[src/common/cvd_pkg.sv]
package cvd_pkg;

  // Register byte offsets on the APB bus.
  localparam logic [7:0] CVD_OFF_CONVERTER_CONTROL = 8'h00;
  localparam logic [7:0] CVD_OFF_POLARITY_CONTROL = 8'h04;
  localparam logic [7:0] CVD_OFF_STAGE_STATUS = 8'h08;
  localparam logic [7:0] CVD_OFF_PRECHARGE_TIME = 8'h0C;
  localparam logic [7:0] CVD_OFF_ACQUISITION_TIME = 8'h10;
  localparam logic [7:0] CVD_OFF_GUARD_RING_CONTROL = 8'h14;

  // Converter control fields.
  localparam int CVD_BIT_CONVERTER_ENABLE = 0;
  localparam int CVD_BIT_GO = 1;
  localparam int CVD_BIT_RC_CLOCK_SELECT = 2;

  // Polarity control fields.
  localparam int CVD_BIT_EXT_PRECHARGE_POLARITY = 7;
  localparam int CVD_BIT_INT_PRECHARGE_POLARITY = 6;
  localparam int CVD_BIT_BUS_PIN_OUTPUT_ENABLE = 4;
  localparam int CVD_BIT_BUS_PIN_OVERRIDE_ENABLE = 3;
  localparam int CVD_BIT_SECOND_PASS_INVERT_ENABLE = 1;
  localparam int CVD_BIT_DOUBLE_SAMPLE_ENABLE = 0;
  localparam logic [7:0] CVD_POLARITY_MASK = 8'hDB;

  // Stage status fields.
  localparam int CVD_BIT_CONVERSION_INDEX = 2;
  localparam int CVD_POS_SEQUENCE_STAGE = 0;

  // Guard ring control fields.
  localparam int CVD_BIT_GUARD_B_OUTPUT_ENABLE = 7;
  localparam int CVD_BIT_GUARD_A_OUTPUT_ENABLE = 6;
  localparam int CVD_BIT_GUARD_START_POLARITY = 5;

  // Reset values.
  localparam logic [7:0] CVD_RST_POLARITY_CONTROL = 8'h00;
  localparam logic [6:0] CVD_RST_PRECHARGE_TIME = 7'h00;
  localparam logic [6:0] CVD_RST_ACQUISITION_TIME = 7'h00;
  localparam logic [2:0] CVD_RST_GUARD_RING_CONTROL = 3'h0;

  // Stage codes as reported in the status register.
  localparam logic [1:0] CVD_CODE_IDLE = 2'h0;
  localparam logic [1:0] CVD_CODE_PRECHARGE = 2'h1;
  localparam logic [1:0] CVD_CODE_ACQUISITION = 2'h2;
  localparam logic [1:0] CVD_CODE_CONVERSION = 2'h3;

  typedef enum logic [3:0] {
    CVD_ST_IDLE = 4'b0001,
    CVD_ST_PRECHARGE = 4'b0010,
    CVD_ST_ACQUISITION = 4'b0100,
    CVD_ST_CONVERSION = 4'b1000
  } cvd_stage_e;

  typedef struct packed {
    logic ext_precharge_active;
    logic ext_precharge_level;
    logic int_precharge_active;
    logic int_precharge_level;
    logic bus_pass_gate;
    logic bus_pin_out;
    logic bus_pin_oe;
    logic guard_a_out;
    logic guard_a_oe;
    logic guard_b_out;
    logic guard_b_oe;
  } cvd_pins_s;

  typedef struct packed {
    logic converter_enable;
    logic go;
    logic rc_sel;
    logic [7:0] polarity;
    logic [6:0] precharge_cycles;
    logic [6:0] acquisition_cycles;
    logic [2:0] guard;
    cvd_stage_e stage;
    logic [6:0] cnt;
    logic second;
    logic guard_a;
    logic [2:0] rc_sync;
    logic rc_stable;
    logic [31:0] rdata;
  } cvd_state_s;

endpackage

[src/hw/cvd_sequence_control.sv]
`timescale 1ns/1ps
module cvd_sequence_control
  import cvd_pkg::*;
(
  input wire logic pclk, // APB clock, 100 MHz
  input wire logic presetn, // Asynchronous reset
  input wire logic clk_en, // Freezes all state while low
  input wire logic psel, // APB select
  input wire logic penable, // APB access phase
  input wire logic pwrite, // APB direction
  input wire logic [7:0] paddr, // APB byte address
  input wire logic [31:0] pwdata, // APB write data
  output logic [31:0] prdata, // APB read data
  output logic pready, // APB ready
  output logic pslverr, // APB error on unmapped address
  input wire logic rc_clk_pin, // Dedicated RC oscillator
  input wire logic convert_done, // Converter finished its result
  output logic convert_active, // Conversion stage running
  output logic result_select, // Result pair being filled
  output cvd_pins_s pins // Analog switch and pin controls
);

  cvd_state_s s_q;
  cvd_state_s s_d;
  logic rc_rise;
  logic tick;
  logic wr_en;
  logic inv_now;
  logic start_pass;
  logic to_acq;

  function automatic logic [1:0] stage_code(input cvd_stage_e st);
    logic [1:0] c;
    c = CVD_CODE_IDLE;
    unique case (st)
      CVD_ST_IDLE: c = CVD_CODE_IDLE;
      CVD_ST_PRECHARGE: c = CVD_CODE_PRECHARGE;
      CVD_ST_ACQUISITION: c = CVD_CODE_ACQUISITION;
      CVD_ST_CONVERSION: c = CVD_CODE_CONVERSION;
      default: c = CVD_CODE_IDLE;
    endcase
    return c;
  endfunction

  function automatic logic addr_hit(input logic [7:0] a);
    return a == CVD_OFF_CONVERTER_CONTROL || a == CVD_OFF_POLARITY_CONTROL ||
      a == CVD_OFF_STAGE_STATUS || a == CVD_OFF_PRECHARGE_TIME ||
      a == CVD_OFF_ACQUISITION_TIME || a == CVD_OFF_GUARD_RING_CONTROL;
  endfunction

  // Inversion only on the applied values of the second pass.
  function automatic logic pass_invert(input cvd_state_s s, input logic sec);
    return sec && s.polarity[CVD_BIT_DOUBLE_SAMPLE_ENABLE] &&
      s.polarity[CVD_BIT_SECOND_PASS_INVERT_ENABLE];
  endfunction

  function automatic logic [31:0] read_mux(input cvd_state_s s,
                                           input logic [7:0] a);
    logic [31:0] r;
    r = 32'h0000_0000;
    unique case (a)
      CVD_OFF_CONVERTER_CONTROL: begin
        r[CVD_BIT_CONVERTER_ENABLE] = s.converter_enable;
        r[CVD_BIT_GO] = s.go;
        r[CVD_BIT_RC_CLOCK_SELECT] = s.rc_sel;
      end
      CVD_OFF_POLARITY_CONTROL: r[7:0] = s.polarity;
      CVD_OFF_STAGE_STATUS: begin
        r[CVD_BIT_CONVERSION_INDEX] = s.second && s.go;
        r[CVD_POS_SEQUENCE_STAGE +: 2] = stage_code(s.stage);
      end
      CVD_OFF_PRECHARGE_TIME: r[6:0] = s.precharge_cycles;
      CVD_OFF_ACQUISITION_TIME: r[6:0] = s.acquisition_cycles;
      CVD_OFF_GUARD_RING_CONTROL: r[7:5] = s.guard;
      default: r = 32'h0000_0000;
    endcase
    return r;
  endfunction

  // The RC clock is a pin from another domain; only the agreeing second
  // and third stages may announce an edge.
  assign rc_rise = (s_q.rc_sync[2] == s_q.rc_sync[1]) && s_q.rc_sync[1] &&
    !s_q.rc_stable;
  assign tick = s_q.rc_sel ? rc_rise : 1'b1;
  assign wr_en = psel && penable && pwrite && addr_hit(paddr);
  assign inv_now = pass_invert(s_q, s_q.second);

  always_comb begin
    s_d = s_q;
    start_pass = 1'b0;
    to_acq = 1'b0;
    s_d.rc_sync = {s_q.rc_sync[1:0], rc_clk_pin};
    if (s_q.rc_sync[2] == s_q.rc_sync[1]) begin
      s_d.rc_stable = s_q.rc_sync[1];
    end
    unique case (s_q.stage)
      CVD_ST_IDLE: begin
        if (s_q.go && s_q.converter_enable) begin
          start_pass = 1'b1;
        end
      end
      CVD_ST_PRECHARGE: begin
        if (tick) begin
          if (s_q.cnt == 7'h01) begin
            to_acq = 1'b1;
          end else begin
            s_d.cnt = s_q.cnt - 7'h01;
          end
        end
      end
      CVD_ST_ACQUISITION: begin
        if (tick) begin
          if (s_q.cnt == 7'h01) begin
            s_d.stage = CVD_ST_CONVERSION;
          end else begin
            s_d.cnt = s_q.cnt - 7'h01;
          end
        end
      end
      CVD_ST_CONVERSION: begin
        if (convert_done) begin
          if (s_q.polarity[CVD_BIT_DOUBLE_SAMPLE_ENABLE] && !s_q.second) begin
            s_d.second = 1'b1;
            start_pass = 1'b1;
          end else begin
            s_d.go = 1'b0;
            s_d.second = 1'b0;
            s_d.stage = CVD_ST_IDLE;
          end
        end
      end
      default: s_d.stage = CVD_ST_IDLE;
    endcase
    if (start_pass) begin
      s_d.guard_a = s_q.guard[CVD_BIT_GUARD_START_POLARITY - 5] ^
        pass_invert(s_q, s_d.second);
      if (s_q.precharge_cycles != 7'h00) begin
        s_d.stage = CVD_ST_PRECHARGE;
        s_d.cnt = s_q.precharge_cycles;
      end else begin
        to_acq = 1'b1;
      end
    end
    if (to_acq) begin
      if (s_q.acquisition_cycles != 7'h00) begin
        s_d.stage = CVD_ST_ACQUISITION;
        s_d.cnt = s_q.acquisition_cycles;
        s_d.guard_a = !s_d.guard_a;
      end else begin
        s_d.stage = CVD_ST_CONVERSION;
      end
    end
    // Clearing the busy flag or the enable abandons the sequence at once.
    if (!s_q.converter_enable) begin
      s_d.go = 1'b0;
      s_d.second = 1'b0;
      s_d.stage = CVD_ST_IDLE;
    end else if (!s_q.go && s_q.stage != CVD_ST_IDLE) begin
      s_d.second = 1'b0;
      s_d.stage = CVD_ST_IDLE;
    end
    // Bus writes come last so a software set beats a hardware clear.
    if (wr_en) begin
      unique case (paddr)
        CVD_OFF_CONVERTER_CONTROL: begin
          s_d.converter_enable = pwdata[CVD_BIT_CONVERTER_ENABLE];
          s_d.go = pwdata[CVD_BIT_GO] && pwdata[CVD_BIT_CONVERTER_ENABLE];
          s_d.rc_sel = pwdata[CVD_BIT_RC_CLOCK_SELECT];
        end
        CVD_OFF_POLARITY_CONTROL:
          s_d.polarity = pwdata[7:0] & CVD_POLARITY_MASK;
        CVD_OFF_PRECHARGE_TIME: s_d.precharge_cycles = pwdata[6:0];
        CVD_OFF_ACQUISITION_TIME: s_d.acquisition_cycles = pwdata[6:0];
        CVD_OFF_GUARD_RING_CONTROL: s_d.guard = pwdata[7:5];
        default: s_d.stage = s_d.stage;
      endcase
    end
    if (psel && !penable) begin
      s_d.rdata = read_mux(s_q, paddr);
    end
  end

  always_ff @(posedge pclk or negedge presetn) begin
    if (!presetn) begin
      s_q <= '{converter_enable: 1'b0, go: 1'b0, rc_sel: 1'b0,
               polarity: CVD_RST_POLARITY_CONTROL,
               precharge_cycles: CVD_RST_PRECHARGE_TIME,
               acquisition_cycles: CVD_RST_ACQUISITION_TIME,
               guard: CVD_RST_GUARD_RING_CONTROL, stage: CVD_ST_IDLE,
               cnt: 7'h00, second: 1'b0, guard_a: 1'b0, rc_sync: 3'h0,
               rc_stable: 1'b0, rdata: 32'h0000_0000};
    end else if (clk_en) begin
      s_q <= s_d;
    end
  end

  assign pready = 1'b1;
  assign pslverr = psel && penable && !addr_hit(paddr);
  assign prdata = s_q.rdata;
  assign convert_active = s_q.stage == CVD_ST_CONVERSION;
  assign result_select = s_q.second && s_q.go;

  always_comb begin
    logic pre;
    logic on;
    pre = s_q.stage == CVD_ST_PRECHARGE;
    on = s_q.converter_enable;
    pins.ext_precharge_active = pre;
    pins.ext_precharge_level =
      s_q.polarity[CVD_BIT_EXT_PRECHARGE_POLARITY] ^ inv_now;
    pins.int_precharge_active = pre;
    pins.int_precharge_level =
      s_q.polarity[CVD_BIT_INT_PRECHARGE_POLARITY] ^ inv_now;
    pins.bus_pin_oe = on && pre &&
      s_q.polarity[CVD_BIT_BUS_PIN_OVERRIDE_ENABLE];
    pins.bus_pin_out = pins.int_precharge_level;
    pins.bus_pass_gate = on && !pins.bus_pin_oe &&
      s_q.polarity[CVD_BIT_BUS_PIN_OUTPUT_ENABLE];
    // Guard B follows the start polarity, inverted in an inverted second pass; only A flips at acquisition.
    pins.guard_a_out = s_q.guard_a;
    pins.guard_a_oe = on &&
      s_q.guard[CVD_BIT_GUARD_A_OUTPUT_ENABLE - 5];
    pins.guard_b_out = s_q.stage == CVD_ST_IDLE ?
      s_q.guard[CVD_BIT_GUARD_START_POLARITY - 5] :
      s_q.guard[CVD_BIT_GUARD_START_POLARITY - 5] ^ inv_now;
    pins.guard_b_oe = on &&
      s_q.guard[CVD_BIT_GUARD_B_OUTPUT_ENABLE - 5];
  end
endmodule

[config.mk]
export PLATFORM = sky130hd
export DESIGN_NAME = cvd_sequence_control
export DESIGN_NICKNAME = d
export VERILOG_FILES = /design/src/common/cvd_pkg.sv /design/src/hw/cvd_sequence_control.sv
export SDC_FILE = /design/constraint.sdc
export NUM_CORES = 1
export LEC_CHECK = 0
export ABC_AREA = 1
export BUFFER_PORTS_ARGS = -buffer_cell sky130_fd_sc_hd__buf_4
export CORE_MARGIN = 2
export CORE_UTILIZATION = 40
export CTS_CLUSTER_DIAMETER = 150
export DETAILED_ROUTE_END_ITERATION = 6
export GPL_ROUTABILITY_DRIVEN = 0
export SETUP_SLACK_MARGIN = 0.02
export SYNTH_ARGS = -nofsm -noshare
export SYNTH_HDL_FRONTEND = slang
export SYNTH_SLANG_ARGS = --single-unit
export TNS_END_PERCENT = 20
[constraint.sdc]
create_clock -name pclk -period 2 [get_ports pclk]
set_input_delay 0.4 -clock pclk [delete_from_list [all_inputs] [get_ports pclk]]
set_output_delay 0.4 -clock pclk [all_outputs]
set_load 0.05 [all_outputs]
==> metrics.md, run 1 <==
| Metric | Value |
|---|---|
| Status | `complete, no violations` |
| Final Net Count | `575` |
| Count of cell types in the netlist | `36` |
| Total grt overflow | `0` |
| Actual slew at the worst max-slew pin | `0.662 ns` |
| Top delay family on crit path | `simple AND/OR/NAND/NOR gates` |
| Largest net degree at the start of global routing | `52` |
| Ys flop type | `dfrtp_1` |
| TritonCTS clock tree | `built` |
| First-pass GRT wire length | `14300 um` |
| Share of cells above drive strength 1 | `0.240` |
| Crit path arrival time | `1.51 ns` |
| Synthesized area | `3500 um2` |
| RSZ-0062 raised after global routing | `yes` |
| Iter 0 DRT Violations | `168` |
| Number of diodes | `0` |
| Syn-to-layout area delta | `12.4%` |
| Initial antenna violation count | `0` |
| Worst Setup End Kind | `output pin` |
| Post-route ant nets | `0` |
| Clock-pin slew on the worst setup and hold paths | `0.10 ns` |
| Die height | `97.5 um` |
| Count of final hold-check violations | `0` |
| Pwr per Cell Area | `556 nW/um2` |
| GRT Util Overall | `0.183` |
| Post-DR wirelength/cell | `13.5 um` |
| Port Buf Inserts | `45` |
| Cts hold-fix bufs | `0` |
| Vias in the first global route | `2965` |
| Commonest cells in the netlist | `143 x nand2_1, 54 x inv_1, 50 x dfrtp_1, 36 x buf_4` |
| Syn Area/Cell | `7.20 um2` |
| Fin crit period | `1.91 ns` |
| Top cells by area, synth | `dfrtp_1 36%, nand2_1 15%, buf_4 7.7%` |
| Via Count | `3121` |
| # DRC | `0` |
| Routed WL | `8560 um` |
| Share of the synthesized area in the top cell type | `0.358` |
| Synth async-reset ratio | `1.00` |
| Area leader, netlist | `dfrtp_1` |
| Flop and latch count out of synthesis | `51` |
| R2R setup slack | `0.20 ns` |
| Post-synth EDFFs | `0` |
| Fmax | `524 MHz` |
| Starting Density | `0.407` |
| Die ar. | `9510 um2` |
| CP cell instances | `buf_4 -> nor2_2 -> nand2_4 -> nor3_1 -> buf_4` |
| Critical path required time | `1.60 ns` |
| Hold Crit Class | `in2async` |
| Leak pwr | `2.10 nW` |
| Root Driver | `clkbuf_8` |
| Clock latency at the later pin of the worst-skew pair | `0.31 ns` |
| I/O pin count | `95` |
| Final core occ | `0.458` |
| Setup violations, final | `0` |
| Slowest cell on the critical path | `dfstp_2` |
| Register area share after synthesis | `0.365` |
| Slowest Stage Delay on Critical Path | `0.39 ns` |
| Slew headroom | `0.558` |
| Critical Path Start Type | `register` |
| Die X-Extent | `97.5 um` |
| CP Max Fanout | `5` |
| Number of CTS-inserted buffers | `5` |
| Syn. warnings | `0` |
| H-tree lvl count | `2` |
| Dpl hpwl | `6580 um` |
| Row cnt | `34` |
| Most used cell, CP | `buf_4` |
| Tot Pwr | `0.00219 W` |
| Crit share post-route | `0.954` |
| Crit Path Class | `reg2out` |
| Max cap viols | `0` |
| Core Area | `8590 um2` |
| Clock Path Buffers | `2` |
| Worst vdd ir | `0.301 mV` |
| Drt pass-1 iters | `6` |
| Final clock skew | `0.00743 ns` |
| CP Buf/Inv Count | `2` |
| Cell count after synthesis | `486` |
| Vias per cell | `4.93` |
| Most common cell in the netlist | `nand2_1` |
| Clk sink count | `51` |
| Pins Over Slew Limit | `0` |
[what timing repair did]
item,CTS,global route
buffers inserted,1,1
endpoints found under the hold margin,0,0
pin swaps,0,1
setup endpoints to repair,1,9
resized for setup,2,14
[per-layer routing]
layer / vias up / track usage / routed length [um]
li1: 1566 / - / -
met1: 1461 / 0.251 / 3920
met2: 86 / 0.311 / 4250
met3: 8 / 0.0230 / 338
met4: 0 / 0.0385 / 55
met5: - / 0 / 0
[power breakdown]
group | switching [W] | internal [W]
combinational | 0.000317 | 0.000119
clock | 0.000377 | 0.000251
sequential | 0.0000411 | 0.00108
[stage by stage]
step                      area [um2]  std cells  setup WS (ns)  hold WS (ns)  setup TNS, ns
after floorplan                 3590        509         -0.110         0.104         -0.122
after global placement          3770        623          0.193         0.462              0
after global routing            3930        633       -0.00956         0.155       -0.00956
after CTS                       3870        632        -0.0284         0.137        -0.0284
final                           3930        633         0.0922        0.0965              0
after detailed placement        3770        623          0.140         0.470              0
[final cells by class]
class / instances / area [um2]
fillers: 902 / 4660
multi-input cells: 352 / 1800
flip-flops and latches: 51 / 1280
repair buffers: 52 / 398
inverters: 62 / 233
well taps: 108 / 135
clock buffers: 5 / 68.8
clock inverters: 3 / 23.8
[cell usage in the layout (no fill, tap or decap), types with 7 or more instances in the layout]
| cell type | count |
|---|---|
| nand2_2 | 7 |
| nor2_2 | 7 |
| conb_1 | 25 |
| inv_1 | 53 |
| dfrtp_1 | 48 |
| nor2_1 | 28 |
| nand3_1 | 31 |
| buf_4 | 50 |
| o21ai_2 | 20 |
| nand4_1 | 9 |
| o21ai_0 | 26 |
| a21oi_1 | 20 |
| nand2_1 | 141 |
| inv_2 | 9 |
[path summary, 6_finish.rpt]
path	start	endpoint	cells after the start
setup / recovery	s_q[45]	pins[4]	5
hold / removal	presetn	s_q[47]	1
setup reg to reg	s_q[45]	s_q[40]	9
hold reg to reg	prdata[4]	prdata[4]	2
max in group asynchronous	presetn	s_q[66]	1
min in group pclk	rc_clk_pin	s_d[34]	3
[worst register-to-register path, cell delays in order, from the launching register on]
cell and delay (ns):
dfstp_2 0.39, buf_4 0.14, nor2_2 0.14, nand2_1 0.17, nor2_2 0.16, nor2_4 0.07
o21ai_4 0.27, nand2_2 0.18, nand2_1 0.11, a21oi_1 0.06
[flip-flops by register name, indices dropped and copies added (netlist names)]
register / cells
pins: 1
prdata: 8
s_d: 2
s_q: 40
[cell families after synthesis]
group                      Yosys count  share of synthesized area
AOI/OAI and AO/OA                   77                      0.142
adders and majority gates            3                     0.0107
other                                2                    0.00215
DFF                                 51                      0.365
buffers and inverters              106                      0.162
and+or+nand+nor                    244                      0.311
xor gates and xnor gates             3                    0.00751
No activity file was read; power rests on OpenSTA's default activity.
==> run 2, diff against run 1 <==
==> constraint.sdc (replaced) <==
create_clock -name pclk -period 2 [get_ports pclk]
set_input_delay 0.2 -clock pclk [delete_from_list [all_inputs] [get_ports pclk]]
set_output_delay 0.2 -clock pclk [all_outputs]
set_load 0.05 [all_outputs]
==> run 2 against run 1 <==
Compared with the run above: setup slack about the same; routed wire length decreased by 1.4%; register-to-register slack improved by 0.04 ns; final area decreased by 1.3%; die area unchanged; critical endpoint is now pins[1].
==> metrics.md, run 2 (synthesized netlist as in run 1, its figures left out) <==
| Metric | Value |
|---|---|
| Status | `complete, no violations` |
| CP cell instances | `inv_1 -> nor2_1 -> nand2_2 -> nand2_1 -> xor2_2 -> buf_6` |
| Via Count | `3029` |
| Drt pass-1 iters | `5` |
| Critical Path Start Type | `register` |
| Pins Over Slew Limit | `0` |
| Crit share post-route | `0.954` |
| Setup violations, final | `0` |
| Number of CTS-inserted buffers | `5` |
| Leak pwr | `2.09 nW` |
| Count of final hold-check violations | `0` |
| Crit path from | `s_q[45]` |
| Row cnt | `34` |
| First-pass GRT wire length | `14200 um` |
| I/O pin count | `95` |
| Post-DR wirelength/cell | `13.4 um` |
| Slew headroom | `0.555` |
| Most flops, register | `s_q` |
| TritonCTS clock tree | `built` |
| Crit Path Class | `reg2out` |
| Syn-to-layout area delta | `10.9%` |
| Vias per cell | `4.80` |
| CP Max Fanout | `3` |
| Dpl hpwl | `6460 um` |
| Initial antenna violation count | `0` |
| Clk sink count | `51` |
| Reg area | `1280 um2` |
| GRT Util Overall | `0.183` |
| Tot Pwr | `0.00218 W` |
| Port Buf Inserts | `45` |
| Pwr per Cell Area | `562 nW/um2` |
| Largest net degree at the start of global routing | `52` |
| Max reg flops | `40` |
| Vias in the first global route | `2923` |
| Multi-input gate area | `1760 um2` |
| Slowest Stage Delay on Critical Path | `0.57 ns` |
| Die ar. | `9510 um2` |
| Fmax | `524 MHz` |
| R2r startpoint | `s_q[45]` |
| Hold Crit Class | `in2reg` |
| Critical path required time | `1.80 ns` |
| Actual slew at the worst max-slew pin | `0.668 ns` |
| Pre-CTS setup slack | `0.279 ns` |
| Worst Setup End Kind | `output pin` |
| Clock Path Buffers | `2` |
| Max cap viols | `0` |
| Fill count | `940` |
| Clock-pin slew on the worst setup and hold paths | `0.10 ns` |
| Share of cells above drive strength 1 | `0.222` |
| Slowest cell on the critical path | `dfstp_2` |
| Setup ws final | `0.0927 ns` |
| Routed WL | `8450 um` |
| Final Net Count | `573` |
| Clock latency at the later pin of the worst-skew pair | `0.31 ns` |
| Die X-Extent | `97.5 um` |
| Die height | `97.5 um` |
| Number of diodes | `0` |
| Root Driver | `clkbuf_8` |
| Post-CTS setup buffers | `0` |
| Total grt overflow | `0` |
| # DRC | `0` |
| Worst vdd ir | `0.220 mV` |
| Most common cell after layout, fill and taps aside | `nand2_1` |
| Starting Density | `0.407` |
| Core Area | `8590 um2` |
| Fin crit period | `1.91 ns` |
| Final clock skew | `0.00819 ns` |
| Post-route ant nets | `0` |
| Hold Startpoint | `rc_clk_pin` |
| Iter 0 DRT Violations | `127` |
| H-tree lvl count | `2` |
| Most frequent cells in the layout | `142 x nand2_1, 54 x inv_1, 50 x dfrtp_1, 48 x buf_4` |
| Crit path arrival time | `1.71 ns` |
[run 2: cell types whose count changed in the layout (fill, tap and decap cells not counted), moves of 2 or more]
| cell | previous run | this run |
|---|---|---|
| nor2_1 | 28 | 31 |
| nor2_4 | 3 | 0 |
| buf_4 | 50 | 48 |
| clkinv_4 | 0 | 2 |
| dfrtp_1 | 48 | 50 |
| dfrtp_2 | 2 | 0 |
| nand2_4 | 4 | 2 |
[run 2: worst paths after layout]
kind                            slack [ns]      end  cells past startpoint
min in group asynchronous             0.43  s_q[47]                      2
worst min register to register        0.49  s_q[69]                      2
worst max register to register        0.24  s_q[44]                      9
worst max-delay path                  0.09  pins[1]                      6
max in group asynchronous             1.09  s_q[73]                      2
worst min-delay path                  0.09  s_d[34]                      3
[run 2: what timing repair did]
action,in CTS,in global routing
hold endpoints to repair,50,0
gates resized for setup,0,3
endpoints found under the setup margin,0,1
hold buffers,1,0
[run 2: worst max-delay path: cells and delay by family (launching register included)]
family,cells,cell delay [ns]
XOR/XNOR,1,0.20
buffers and inverters,2,0.24
flip-flops,1,0.57
AND/OR/NAND/NOR,3,0.38
[run 2: final cells by class]
type,count,share of cell area
Inverter,62,0.0600
Tap cell,108,0.0348
Sequential cell,51,0.329
Multi-Input combinational cell,352,0.454
Clock inverter,3,0.00645
Clock buffer,5,0.0177
Timing Repair Buffer,50,0.0983
[run 2: where the power goes]
| group | switching, W | internal [W] |
|---|---|---|
| sequential | 0.0000396 | 0.00108 |
| combinational | 0.000318 | 0.000120 |
| clock | 0.000374 | 0.000251 |
[run 2: metal layers]
metal,up-vias,GRT usage,share of wire
li1,1554,-,-
met1,1407,0.252,0.46
met2,58,0.306,0.49
met3,10,0.0259,0.040
met4,0,0.0427,0.014
met5,-,0,0
[run 2: through the flow]
stage / hold WS [ns] / instances / setup TNS, ns / utilization / area, um2
floorplan: -0.0956 / 509 / 0 / - / 3590
global placement: 0.277 / 622 / 0 / 0.438 / 3760
detailed placement: 0.284 / 622 / 0 / 0.438 / 3760
CTS: 0.0806 / 631 / 0 / 0.450 / 3870
global route: 0.0891 / 631 / -0.0187 / 0.452 / 3880
finish: 0.0855 / 631 / 0 / 0.452 / 3880
